File: src/inc/adcsq_pkg.sv
// Package with register map, field layout, timing and state types of the ADC sequencer
package adcsq_pkg;

   // ----------------------------------------------------------------
   // Register offsets (byte addresses)
   // ----------------------------------------------------------------
   localparam logic [11:0] OFF_CTRL   = 12'h000; // converter_control_register
   localparam logic [11:0] OFF_RESULT = 12'h004; // conversion_result_register
   localparam logic [11:0] OFF_INJRES = 12'h008; // injection_result_register
   localparam logic [11:0] OFF_STATUS = 12'h00C; // Sticky event status, read clears
   localparam logic [11:0] OFF_MASK   = 12'h010; // Interrupt mask
   localparam logic [11:0] OFF_DIGIN  = 12'h014; // Digital view of channel inputs
   localparam logic [11:0] OFF_DIGEN  = 12'h018; // Channel digital-input enables

   // ----------------------------------------------------------------
   // Control register field positions
   // ----------------------------------------------------------------
   localparam int CTRL_CHAN_LSB  = 0;  // 4-bit channel (last channel in scan modes)
   localparam int CTRL_MODE_LSB  = 4;  // 2-bit mode
   localparam int CTRL_START_BIT = 7;  // Start, self clearing
   localparam int CTRL_CTC_LSB   = 8;  // 2-bit conversion_clock_select
   localparam int CTRL_STC_LSB   = 10; // 2-bit sample_clock_select
   localparam int CTRL_WFR_BIT   = 12; // wait_for_read_enable
   localparam int CTRL_OVP_BIT   = 13; // 1 = hold off on unread result, 0 = signal overrun unless wait_for_read_enable is set
   localparam int CTRL_INJ_BIT   = 14; // Injection request, self clearing
   localparam int CTRL_INJCH_LSB = 16; // 4-bit injected channel
   localparam int CTRL_BUSY_BIT  = 20; // Busy, read only

   // Status / mask bits
   localparam int EV_DONE = 0; // Regular result stored
   localparam int EV_OVR  = 1; // Overrun
   localparam int EV_INJ  = 2; // Injected result stored
   localparam int EV_NUM  = 3;

   // Reset values
   localparam logic [31:0] CTRL_RST  = 32'h0000_0000;
   localparam logic [15:0] DIGEN_RST = 16'h0000;

   // ----------------------------------------------------------------
   // Timing
   // ----------------------------------------------------------------
   localparam int CLK_NS       = 50;        // REF_CLK period
   localparam int TCL_NS       = 25;        // base_time_unit
   localparam int CTC00_TCL    = 24;
   localparam int CTC10_TCL    = 96;
   localparam int CTC11_TCL    = 48;
   localparam int CTC00_CYC    = (CTC00_TCL * TCL_NS) / CLK_NS;
   localparam int CTC10_CYC    = (CTC10_TCL * TCL_NS) / CLK_NS;
   localparam int CTC11_CYC    = (CTC11_TCL * TCL_NS) / CLK_NS;
   localparam int CONV_STEPS   = 10;        // One conversion clock per result bit
   localparam int CHAN_NUM     = 16;
   localparam int RES_W        = 10;

   typedef enum logic [1:0] {
      ADCSQ_SINGLE      = 2'b00,
      ADCSQ_CONTINUOUS  = 2'b01,
      ADCSQ_SCAN_SINGLE = 2'b10,
      ADCSQ_SCAN_CONT   = 2'b11
   } adcsq_mode_t;

   typedef enum logic [2:0] {
      ADCSQ_IDLE   = 3'b000,
      ADCSQ_SAMPLE = 3'b001,
      ADCSQ_CONV   = 3'b010,
      ADCSQ_STORE  = 3'b011,
      ADCSQ_HOLD   = 3'b100
   } adcsq_state_t;

   // Analog front end request / answer
   typedef struct packed {
      logic       sample; // Sample-and-hold tracking
      logic       start;  // Conversion start pulse
      logic [3:0] chan;   // Multiplexer select
   } adcsq_afe_req_t;

endpackage : adcsq_pkg

File: src/logic/adcsq_top.sv
// ADC sequencer control: modes, injection, overrun, clock select and APB registers
//
// Behaviour
// RULE1 - Select one of 16 channels by multiplexer, produce 10-bit result each conversion.
// RULE2 - With overrun signalling, flag interrupt when result completes over unread result.
// RULE3 - With overrun protection, hold next conversion until previous result is read.
// RULE4 - Unused analog inputs readable as plain digital input lines.
// RULE5 - Single-channel single mode converts chosen channel once, stores result.
// RULE6 - Single-channel continuous mode converts chosen channel repeatedly, storing each result.
// RULE7 - Auto scan single converts each selected channel once, storing after each.
// RULE8 - Auto scan continuous sweeps selected channels repeatedly, storing each result.
// RULE9 - Each scan result raises a request serviceable by interrupt or event transfer.
// RULE10 - Wait-for-read in continuous mode parks result in buffer, holds until read.
// RULE11 - Injected single-channel conversion runs between regular ones, mode unchanged.
// RULE12 - Injected 10-bit result goes to injection result register only.
// RULE13 - After injection, the continuous mode resumes without software action.
// RULE14 - Conversion clock code 00/10/11 gives 24/96/48 base units; 01 reserved.
// RULE15 - Sample period is conversion clock times 1, 2, 4 or 8.
// RULE16 - Start bit begins conversion or scan; busy stays high while converting.
`timescale 1ns/1ps
`default_nettype none

module adcsq_top (
   input  wire logic                      REF_CLK,
   input  wire logic                      RESET,
   input  wire logic [11:0]               PADDR,
   input  wire logic                      PSEL,
   input  wire logic                      PENABLE,
   input  wire logic                      PWRITE,
   input  wire logic [31:0]               PWDATA,
   output logic      [31:0]               PRDATA,
   output logic                           PREADY,
   output logic                           PSLVERR,
   output logic                           IRQ,
   output logic                           XFER_REQ,
   input  wire logic                      XFER_ACK,
   output adcsq_pkg::adcsq_afe_req_t      AFE_REQ,
   input  wire logic                      AFE_DONE,
   input  wire logic [9:0]                AFE_RESULT,
   input  wire logic [15:0]               CHAN_DIG_IN
);

   // ----------------------------------------------------------------
   // State
   // ----------------------------------------------------------------
   localparam int EVN = adcsq_pkg::EV_NUM;

   typedef struct packed {
      logic [31:0]                    ctrl;
      logic [9:0]                     result;
      logic [3:0]                     result_chan;
      logic                           result_full;
      logic [9:0]                     park;
      logic [3:0]                     park_chan;
      logic                           park_full;
      logic [9:0]                     injres;
      logic [3:0]                     inj_chan;
      logic                           inj_pend;
      logic                           inj_act;
      logic [EVN-1:0]                 status;
      logic [EVN-1:0]                 mask;
      logic [15:0]                    digen;
      logic [15:0]                    digin;
      adcsq_pkg::adcsq_state_t        state;
      logic [3:0]                     chan;
      logic [10:0]                    div;
      logic [3:0]                     steps;
      logic                           busy;
      logic [31:0]                    prdata;
      logic                           pready;
      logic                           pslverr;
      logic                           irq;
      logic                           xfer;
      adcsq_pkg::adcsq_afe_req_t      afe;
   } adcsq_state_s_t;

   adcsq_state_s_t st_ff;
   adcsq_state_s_t nxt_st;

   logic        access;
   logic        wr_ok;
   logic        rd_ok;
   logic [10:0] cc_cyc;
   logic [3:0]  smp_steps;
   logic [1:0]  mode;
   logic        cont;
   logic        scan;

   // ----------------------------------------------------------------
   // Decoding helpers
   // ----------------------------------------------------------------
   assign access = PSEL && PENABLE && !st_ff.pready;
   assign wr_ok  = access && PWRITE;
   assign rd_ok  = access && !PWRITE;
   assign mode   = st_ff.ctrl[adcsq_pkg::CTRL_MODE_LSB +: 2];
   assign cont   = mode[0];
   assign scan   = mode[1];

   // Conversion clock period in REF_CLK cycles
   always_comb begin
      case (st_ff.ctrl[adcsq_pkg::CTRL_CTC_LSB +: 2])
         2'b10:   cc_cyc = 11'(adcsq_pkg::CTC10_CYC); // RULE14
         2'b11:   cc_cyc = 11'(adcsq_pkg::CTC11_CYC); // RULE14
         default: cc_cyc = 11'(adcsq_pkg::CTC00_CYC); // RULE14
      endcase
   end

   // Sample period length in conversion clocks
   always_comb begin
      case (st_ff.ctrl[adcsq_pkg::CTRL_STC_LSB +: 2])
         2'b01:   smp_steps = 4'h2; // RULE15
         2'b10:   smp_steps = 4'h4; // RULE15
         2'b11:   smp_steps = 4'h8; // RULE15
         default: smp_steps = 4'h1; // RULE15
      endcase
   end

   // ----------------------------------------------------------------
   // Next-state logic
   // ----------------------------------------------------------------
   always_comb begin
      logic         tick;
      logic         read_res;
      logic         read_stat;
      logic         taken;
      logic         next_ok;
      logic [EVN-1:0] ev;
      logic [3:0]   last;
      logic [3:0]   cur_ch;
      tick      = 1'b0;
      read_res  = 1'b0;
      read_stat = 1'b0;
      taken     = 1'b0;
      next_ok   = 1'b0;
      ev        = '0;
      last      = st_ff.ctrl[adcsq_pkg::CTRL_CHAN_LSB +: 4];
      cur_ch    = 4'h0;
      nxt_st    = st_ff;

      nxt_st.pready    = access;
      nxt_st.pslverr   = 1'b0;
      nxt_st.afe.start = 1'b0;
      nxt_st.digin     = CHAN_DIG_IN & st_ff.digen; // RULE4

      // Register writes
      if (wr_ok) begin
         if (PADDR == adcsq_pkg::OFF_CTRL) begin
            nxt_st.ctrl = PWDATA & 32'h001F_7FFF;
            nxt_st.ctrl[adcsq_pkg::CTRL_START_BIT] = PWDATA[adcsq_pkg::CTRL_START_BIT] &&
                                                     !st_ff.busy;
            nxt_st.ctrl[adcsq_pkg::CTRL_INJ_BIT]   = 1'b0;
            if (PWDATA[adcsq_pkg::CTRL_INJ_BIT] && st_ff.busy && cont) begin
               nxt_st.inj_pend = 1'b1; // RULE11
               nxt_st.inj_chan = PWDATA[adcsq_pkg::CTRL_INJCH_LSB +: 4];
            end
            if (st_ff.busy) begin
               nxt_st.ctrl[adcsq_pkg::CTRL_MODE_LSB +: 2] = mode; // Mode fixed while busy
            end
         end else if (PADDR == adcsq_pkg::OFF_MASK) begin
            nxt_st.mask = PWDATA[EVN-1:0];
         end else if (PADDR == adcsq_pkg::OFF_DIGEN) begin
            nxt_st.digen = PWDATA[15:0];
         end else if (PADDR != adcsq_pkg::OFF_RESULT && PADDR != adcsq_pkg::OFF_INJRES &&
                      PADDR != adcsq_pkg::OFF_STATUS && PADDR != adcsq_pkg::OFF_DIGIN) begin
            nxt_st.pslverr = 1'b1;
         end
      end

      // Register reads
      nxt_st.prdata = 32'h0000_0000;
      if (rd_ok) begin
         if (PADDR == adcsq_pkg::OFF_CTRL) begin
            nxt_st.prdata = st_ff.ctrl;
            nxt_st.prdata[adcsq_pkg::CTRL_BUSY_BIT] = st_ff.busy; // RULE16
         end else if (PADDR == adcsq_pkg::OFF_RESULT) begin
            nxt_st.prdata = {16'h0000, st_ff.result_chan, 2'b00, st_ff.result};
            read_res = 1'b1;
         end else if (PADDR == adcsq_pkg::OFF_INJRES) begin
            nxt_st.prdata = {16'h0000, st_ff.inj_chan, 2'b00, st_ff.injres};
         end else if (PADDR == adcsq_pkg::OFF_STATUS) begin
            nxt_st.prdata = {29'h0000_0000, st_ff.status};
            read_stat = 1'b1;
         end else if (PADDR == adcsq_pkg::OFF_MASK) begin
            nxt_st.prdata = {29'h0000_0000, st_ff.mask};
         end else if (PADDR == adcsq_pkg::OFF_DIGIN) begin
            nxt_st.prdata = {16'h0000, st_ff.digin}; // RULE4
         end else if (PADDR == adcsq_pkg::OFF_DIGEN) begin
            nxt_st.prdata = {16'h0000, st_ff.digen};
         end else begin
            nxt_st.pslverr = 1'b1;
         end
      end

      // A result read (or event transfer) empties the result register, or refills it from the parked result
      taken = read_res || (XFER_ACK && st_ff.xfer);
      if (taken) begin
         nxt_st.result_full = 1'b0;
         nxt_st.xfer        = 1'b0;
         if (st_ff.park_full) begin
            nxt_st.result      = st_ff.park; // RULE10
            nxt_st.result_chan = st_ff.park_chan;
            nxt_st.result_full = 1'b1;
            nxt_st.park_full   = 1'b0;
            nxt_st.xfer        = scan; // RULE9
         end
      end

      // Conversion clock divider
      if (st_ff.state == adcsq_pkg::ADCSQ_SAMPLE || st_ff.state == adcsq_pkg::ADCSQ_CONV) begin
         if (st_ff.div >= cc_cyc - 11'h001) begin
            nxt_st.div = 11'h000;
            tick       = 1'b1;
         end else begin
            nxt_st.div = st_ff.div + 11'h001;
         end
      end else begin
         nxt_st.div = 11'h000;
      end

      cur_ch = st_ff.inj_act ? st_ff.inj_chan : st_ff.chan;

      // Sequencer
      case (st_ff.state)
         adcsq_pkg::ADCSQ_IDLE: begin
            if (st_ff.ctrl[adcsq_pkg::CTRL_START_BIT]) begin
               nxt_st.ctrl[adcsq_pkg::CTRL_START_BIT] = 1'b0;
               nxt_st.busy  = 1'b1; // RULE16
               nxt_st.chan  = scan ? 4'h0 : last; // RULE7 RULE8
               nxt_st.steps = 4'h0;
               nxt_st.state = adcsq_pkg::ADCSQ_SAMPLE;
               nxt_st.afe.sample = 1'b1;
               nxt_st.afe.chan   = scan ? 4'h0 : last; // RULE1
            end
         end
         adcsq_pkg::ADCSQ_SAMPLE: begin
            if (tick) begin
               if (st_ff.steps == smp_steps - 4'h1) begin
                  nxt_st.steps      = 4'h0;
                  nxt_st.afe.sample = 1'b0;
                  nxt_st.afe.start  = 1'b1;
                  nxt_st.state      = adcsq_pkg::ADCSQ_CONV;
               end else begin
                  nxt_st.steps = st_ff.steps + 4'h1;
               end
            end
         end
         adcsq_pkg::ADCSQ_CONV: begin
            if (tick && st_ff.steps != 4'(adcsq_pkg::CONV_STEPS - 1)) begin
               nxt_st.steps = st_ff.steps + 4'h1;
            end
            if (AFE_DONE && st_ff.steps == 4'(adcsq_pkg::CONV_STEPS - 1)) begin
               nxt_st.state = adcsq_pkg::ADCSQ_STORE;
               nxt_st.park  = AFE_RESULT; // Capture answer
            end
         end
         adcsq_pkg::ADCSQ_STORE: begin
            if (st_ff.inj_act) begin
               nxt_st.injres  = st_ff.park; // RULE12
               nxt_st.inj_act = 1'b0;       // RULE13
               ev[adcsq_pkg::EV_INJ] = 1'b1;
               next_ok = 1'b1;
            end else if (st_ff.result_full && (st_ff.ctrl[adcsq_pkg::CTRL_WFR_BIT] ||
                         st_ff.ctrl[adcsq_pkg::CTRL_OVP_BIT]) && !taken) begin
               nxt_st.park_full = st_ff.ctrl[adcsq_pkg::CTRL_WFR_BIT]; // RULE10
               nxt_st.park_chan = st_ff.chan;
               nxt_st.state     = adcsq_pkg::ADCSQ_HOLD; // RULE3 RULE10
            end else begin
               if (st_ff.result_full && !taken) begin
                  ev[adcsq_pkg::EV_OVR] = 1'b1; // RULE2
               end
               nxt_st.result      = st_ff.park; // RULE5 RULE6 RULE7 RULE8
               nxt_st.result_chan = st_ff.chan;
               nxt_st.result_full = 1'b1;
               nxt_st.xfer        = scan; // RULE9
               ev[adcsq_pkg::EV_DONE] = 1'b1;
               next_ok = 1'b1;
            end
         end
         adcsq_pkg::ADCSQ_HOLD: begin
            if (taken) begin
               if (!st_ff.park_full) begin
                  nxt_st.result      = st_ff.park; // RULE3
                  nxt_st.result_chan = st_ff.chan;
                  nxt_st.result_full = 1'b1;
                  nxt_st.xfer        = scan;
               end
               ev[adcsq_pkg::EV_DONE] = 1'b1;
               next_ok = 1'b1;
            end
         end
         default: nxt_st.state = adcsq_pkg::ADCSQ_IDLE;
      endcase

      // Choose the next conversion once a result has been placed
      if (next_ok) begin
         if (st_ff.inj_pend && !st_ff.inj_act && cont) begin
            nxt_st.inj_pend = 1'b0;
            nxt_st.inj_act  = 1'b1; // RULE11
            cur_ch          = st_ff.inj_chan;
            nxt_st.state    = adcsq_pkg::ADCSQ_SAMPLE;
         end else if (st_ff.inj_act) begin
            cur_ch       = st_ff.chan; // RULE13
            nxt_st.state = adcsq_pkg::ADCSQ_SAMPLE;
         end else if (scan && st_ff.chan != last) begin
            nxt_st.chan  = st_ff.chan + 4'h1; // RULE7 RULE8
            cur_ch       = st_ff.chan + 4'h1;
            nxt_st.state = adcsq_pkg::ADCSQ_SAMPLE;
         end else if (cont) begin
            nxt_st.chan  = scan ? 4'h0 : last; // RULE6 RULE8
            cur_ch       = scan ? 4'h0 : last;
            nxt_st.state = adcsq_pkg::ADCSQ_SAMPLE;
         end else begin
            nxt_st.state = adcsq_pkg::ADCSQ_IDLE; // RULE5 RULE7
            nxt_st.busy  = 1'b0;
            nxt_st.inj_pend = 1'b0;
         end
         nxt_st.steps      = 4'h0;
         nxt_st.afe.chan   = cur_ch; // RULE1
         nxt_st.afe.sample = (nxt_st.state == adcsq_pkg::ADCSQ_SAMPLE);
      end

      // Sticky status: set wins over read clear
      nxt_st.status = (read_stat ? '0 : st_ff.status) | ev;
      nxt_st.irq    = |(nxt_st.status & st_ff.mask);
   end

   // ----------------------------------------------------------------
   // State register
   // ----------------------------------------------------------------
   always_ff @(posedge REF_CLK) begin
      if (RESET) begin
         st_ff       <= '0;
         st_ff.ctrl  <= adcsq_pkg::CTRL_RST;
         st_ff.digen <= adcsq_pkg::DIGEN_RST;
         st_ff.state <= adcsq_pkg::ADCSQ_IDLE;
      end else begin
         st_ff <= nxt_st;
      end
   end

   // Outputs straight from flip-flops
   assign PRDATA   = st_ff.prdata;
   assign PREADY   = st_ff.pready;
   assign PSLVERR  = st_ff.pslverr;
   assign IRQ      = st_ff.irq;
   assign XFER_REQ = st_ff.xfer;
   assign AFE_REQ  = st_ff.afe;

endmodule : adcsq_top

`default_nettype wire

File: config.mk
export PLATFORM = sky130hd
export DESIGN_NAME = adcsq_top
export DESIGN_NICKNAME = d
export VERILOG_FILES = /design/src/inc/adcsq_pkg.sv /design/src/logic/adcsq_top.sv
export SDC_FILE = /design/constraint.sdc
export NUM_CORES = 1
export LEC_CHECK = 0
export ABC_AREA = 1
export BUFFER_PORTS_ARGS = -buffer_cell sky130_fd_sc_hd__buf_2
export CORE_ASPECT_RATIO = 0.7
export CORE_MARGIN = 2
export CORE_UTILIZATION = 50
export CTS_CLUSTER_SIZE = 10
export DETAILED_ROUTE_END_ITERATION = 10
export GPL_TIMING_DRIVEN = 0
export HOLD_SLACK_MARGIN = 0.06
export PLACE_DENSITY_LB_ADDON = 0.25
export SYNTH_ARGS = -nofsm -noshare
export SYNTH_HDL_FRONTEND = slang
export SYNTH_SLANG_ARGS = --single-unit
File: constraint.sdc
create_clock -name REF_CLK -period 1.7 [get_ports REF_CLK]
set_input_delay 0.255 -clock REF_CLK [delete_from_list [all_inputs] [get_ports REF_CLK]]
set_output_delay 0.255 -clock REF_CLK [all_outputs]
set_load 0.01 [all_outputs]
==> metrics.yaml <==
power:
  vdd_drop_max_mv: 0.767
  power.density_nw_per_um2: 851
  p_leak_uw: 0.00406
logic_synthesis:
  synthFlopType: "dfxtp_1"
  synthSimpleGateAreaFrac: 0.262
  async_flop_share: 0
  syn-instance-count: 1013
  yosys-top-cells-count: "201 x nand2_1, 156 x dfxtp_1, 144 x nor2_1"
  yosysTopAreaCell: "dfxtp_1"
  synth_xor_area_frac: 0.0146
  ys_ff_latch: 156
  synth_top_family_by_area: "simple AND/OR/NAND/NOR gates"
  yosysWarnings: 0
  avgSynthCellArea_um2: 7.13
  synth_fa_ha_area_frac: 0.0156
  ys_types: 42
  synth_most_common_cell: "nand2_1"
  synth_enable_flop_cells: 0
  yosys-top-cells-area: "dfxtp_1 43%, nand2_1 10%, nor2_1 7.5%"
  synth_mux_area_frac: 0
  yosysSeqAreaShare: 0.432
  syn-cell-area_um2: 7220
  synth_top_area_share: 0.432
  synth_compound_area_frac: 0.159
clock_tree:
  cts_sinks: 156
  clkTransAtPathRegs_ps: 70
  tritoncts: "done"
  insertion_delay_ps: 420
  cts_made_buffers: 17
  root_buffer: "clkbuf_16"
  cts_max_path_buffers: 2
  h-tree-depth: 4
die:
  io_pins: 119
  initial_utilization: 0.516
  die_w_um: 148
  rows: 36
  dieArea_um2: 15400
  core_area_um2: 14000
  die-height_um: 105
final_layout:
  final_nets: 1262
  n_antenna_cell: 0
  layout-drive-gt1-share: 0.262
  seq_area_um2: 3160
  fillCellCount: 1193
  multiInputGateArea_um2: 3630
  instances_no_fill: 1378
  area_growth_pct: 28.8
critical_path:
  cp_num_cells: 12
  max_stage_delay_ps: 380
  critPathMaxFanout: 6
  critical-path-top-delay-family: "simple AND/OR/NAND/NOR gates"
  worstPathArrival_ps: 2190
  end_kind: "register"
  crit_chain: "nand2_4 > inv_4 > ha_4 > nand3_2 > o211ai_1 > nor2_2 > nand3_2 > nand2_1 > inv_2 > nand2_4 > o21ai_2 > nor2_1"
  critPathRequiredTime_ps: 2010
  r2r-end: "st_ff[44]"
  critPathCapture: "st_ff[44]"
  critical_path_buf_inv_count: 2
  r2r_cells: 12
  startpoint: "st_ff[158]"
  critPathSlowestCell: "dfxtp_4"
  r2r_start: "st_ff[158]"
  path_class: "register to register"
  startpoint_type: "register"
  ff2ff_setup_slack_ps: -180
routing:
  dr.pass1.iters: 5
  wl_per_cell_um: 16.4
  drtAntennaViolNets: 0
  drt_iter0_drc: 720
  vias: 7364
  routed_wl_um: 22600
  avgViaCountPerCell: 5.34
  drc: 0
global_route:
  grt_antenna_before_repair: 0
  grt_start_max_net_pins: 17
  grt_pass1_vias: 6543
  grt_pass1_wl_um: 34000
  track_usage: 0.282
  grt-ovfl-total: 0
worst_hold_path:
  hp-class: "primary input to register"
placement:
  dp_slack_ps: -500
  gp_congestion: 0.992
  place_inst: 1310
  port_buffers: 94
  place_hpwl_um: 15800
timing:
  setup_viol_count_final: 8
  fin_ws_ps: -185
  min_period_over_period: 1.11
  hold_viol_final: 0
  fmax_mhz: 531
  rsz0062_at_grt: "true"
  final_max_slew_viol_count: 0
  period_minus_slack_ps: 1880
  slew_headroom: 0.537
  clock_skew_ps: 7.27
  tightestPinTransition_ps: 694
run_status:
  status: "finished, violations left"
  failed_checks: "setup timing"
run:
  max_cap_violations: 0
==> layer usage <==
metal / vias to the layer above / track usage / share of wire
met5: - / 0 / 0
met4: 0 / 0.0845 / 0.023
met3: 50 / 0.0568 / 0.099
met2: 397 / 0.424 / 0.44
met1: 3372 / 0.408 / 0.43
li1: 3545 / - / -
==> report_power, final <==
part	total [µW]	internal, µW	switching (µW)
Sequential	3650	3650	2.27
Clock	3940	2280	1660
Combinational	316	126	190
Total	7910	6060	1850
==> worst min-delay path by stage <==
stage | from | end | slack (ps) | cells after the start
CTS | CHAN_DIG_IN[10] | st_ff[75] | 60 | 3
detailed placement | st_ff[82] | st_ff[66] | 420 | 2
finish | CHAN_DIG_IN[13] | st_ff[78] | 60 | 3
global route | CHAN_DIG_IN[10] | st_ff[75] | 70 | 3
global placement | st_ff[81] | st_ff[65] | 420 | 2
floorplan | CHAN_DIG_IN[0] | st_ff[65] | 380 | 2
==> kinds of logic after synthesis <==
| kind of cell | Yosys count |
|---|---|
| adder cells (fa/ha/maj) | 9 |
| buffers and inverters | 180 |
| AND/OR/NAND/NOR | 439 |
| other | 2 |
| flip-flops | 156 |
| XOR/XNOR | 12 |
| AO/OA/AOI/OAI | 215 |
==> flip-flops by register name, summed over array words and instances (netlist names) <==
name	count
AFE_REQ	6
IRQ	1
PRDATA	21
PREADY	1
PSLVERR	1
XFER_REQ	1
cont	1
mode	1
st_ff	123
==> placed cells by master (no fill, tap or decap), types with 4 or more instances in the layout <==
| cell type | n |
|---|---|
| nand2_1 | 179 |
| dfxtp_1 | 141 |
| nor2_1 | 133 |
| o21ai_0 | 99 |
| buf_2 | 99 |
| inv_1 | 92 |
| a21oi_1 | 73 |
| buf_4 | 62 |
| nand3_1 | 41 |
| nand2_2 | 19 |
| clkbuf_16 | 17 |
| conb_1 | 15 |
| dlygate4sd3_1 | 15 |
| o22ai_1 | 14 |
| inv_2 | 12 |
| nor2_4 | 11 |
| xor2_1 | 11 |
| nand2_4 | 10 |
| clkbuf_1 | 10 |
| nand3_2 | 10 |
| dfxtp_2 | 9 |
| nor2_2 | 9 |
| o211ai_1 | 9 |
| nand4_1 | 8 |
| o21ai_1 | 8 |
| nor3_1 | 6 |
| dfxtp_4 | 6 |
| clkbuf_2 | 5 |
| ha_1 | 5 |
| inv_4 | 4 |
| inv_6 | 4 |
| ha_4 | 4 |
==> metrics by stage <==
step           hold WS (ps)   util  instance area (µm²)  total power, µW  TNS [ps]
3_5_place_dp            421  0.570                 7980             4010    -29220
6_report               64.8  0.664                 9300             7910      -853
3_3_place_gp            415  0.570                 7980             4000    -27020
4_1_cts                62.5  0.638                 8940             7910      -254
5_1_grt                72.0  0.664                 9300             8120     -2370
2_1_floorplan           376      -                 7270             3860         0
==> layout make-up <==
type / instances / share of cell area
sequential: 156 / 0.339
buffer: 66 / 0.0465
tap: 190 / 0.0256
timing repair buffer: 132 / 0.0857
clock buffer: 19 / 0.0487
inverter: 112 / 0.0474
multi-input combinational: 691 / 0.390
clock inverter: 12 / 0.0164
==> repair_timing <==
item	CTS	global route
hold buffers	15	0
endpoints found under the setup margin	100	109
hold endpoints to repair	15	0
cloned	0	1
pin swaps	10	34
buffers inserted	4	19
gates resized for setup	54	88
==> tightest hold or removal path: stages <==
cell and delay (ps):
buf_2 100, nand2_1 60, nor2_1 30
Power figures use the tool's default switching activity.
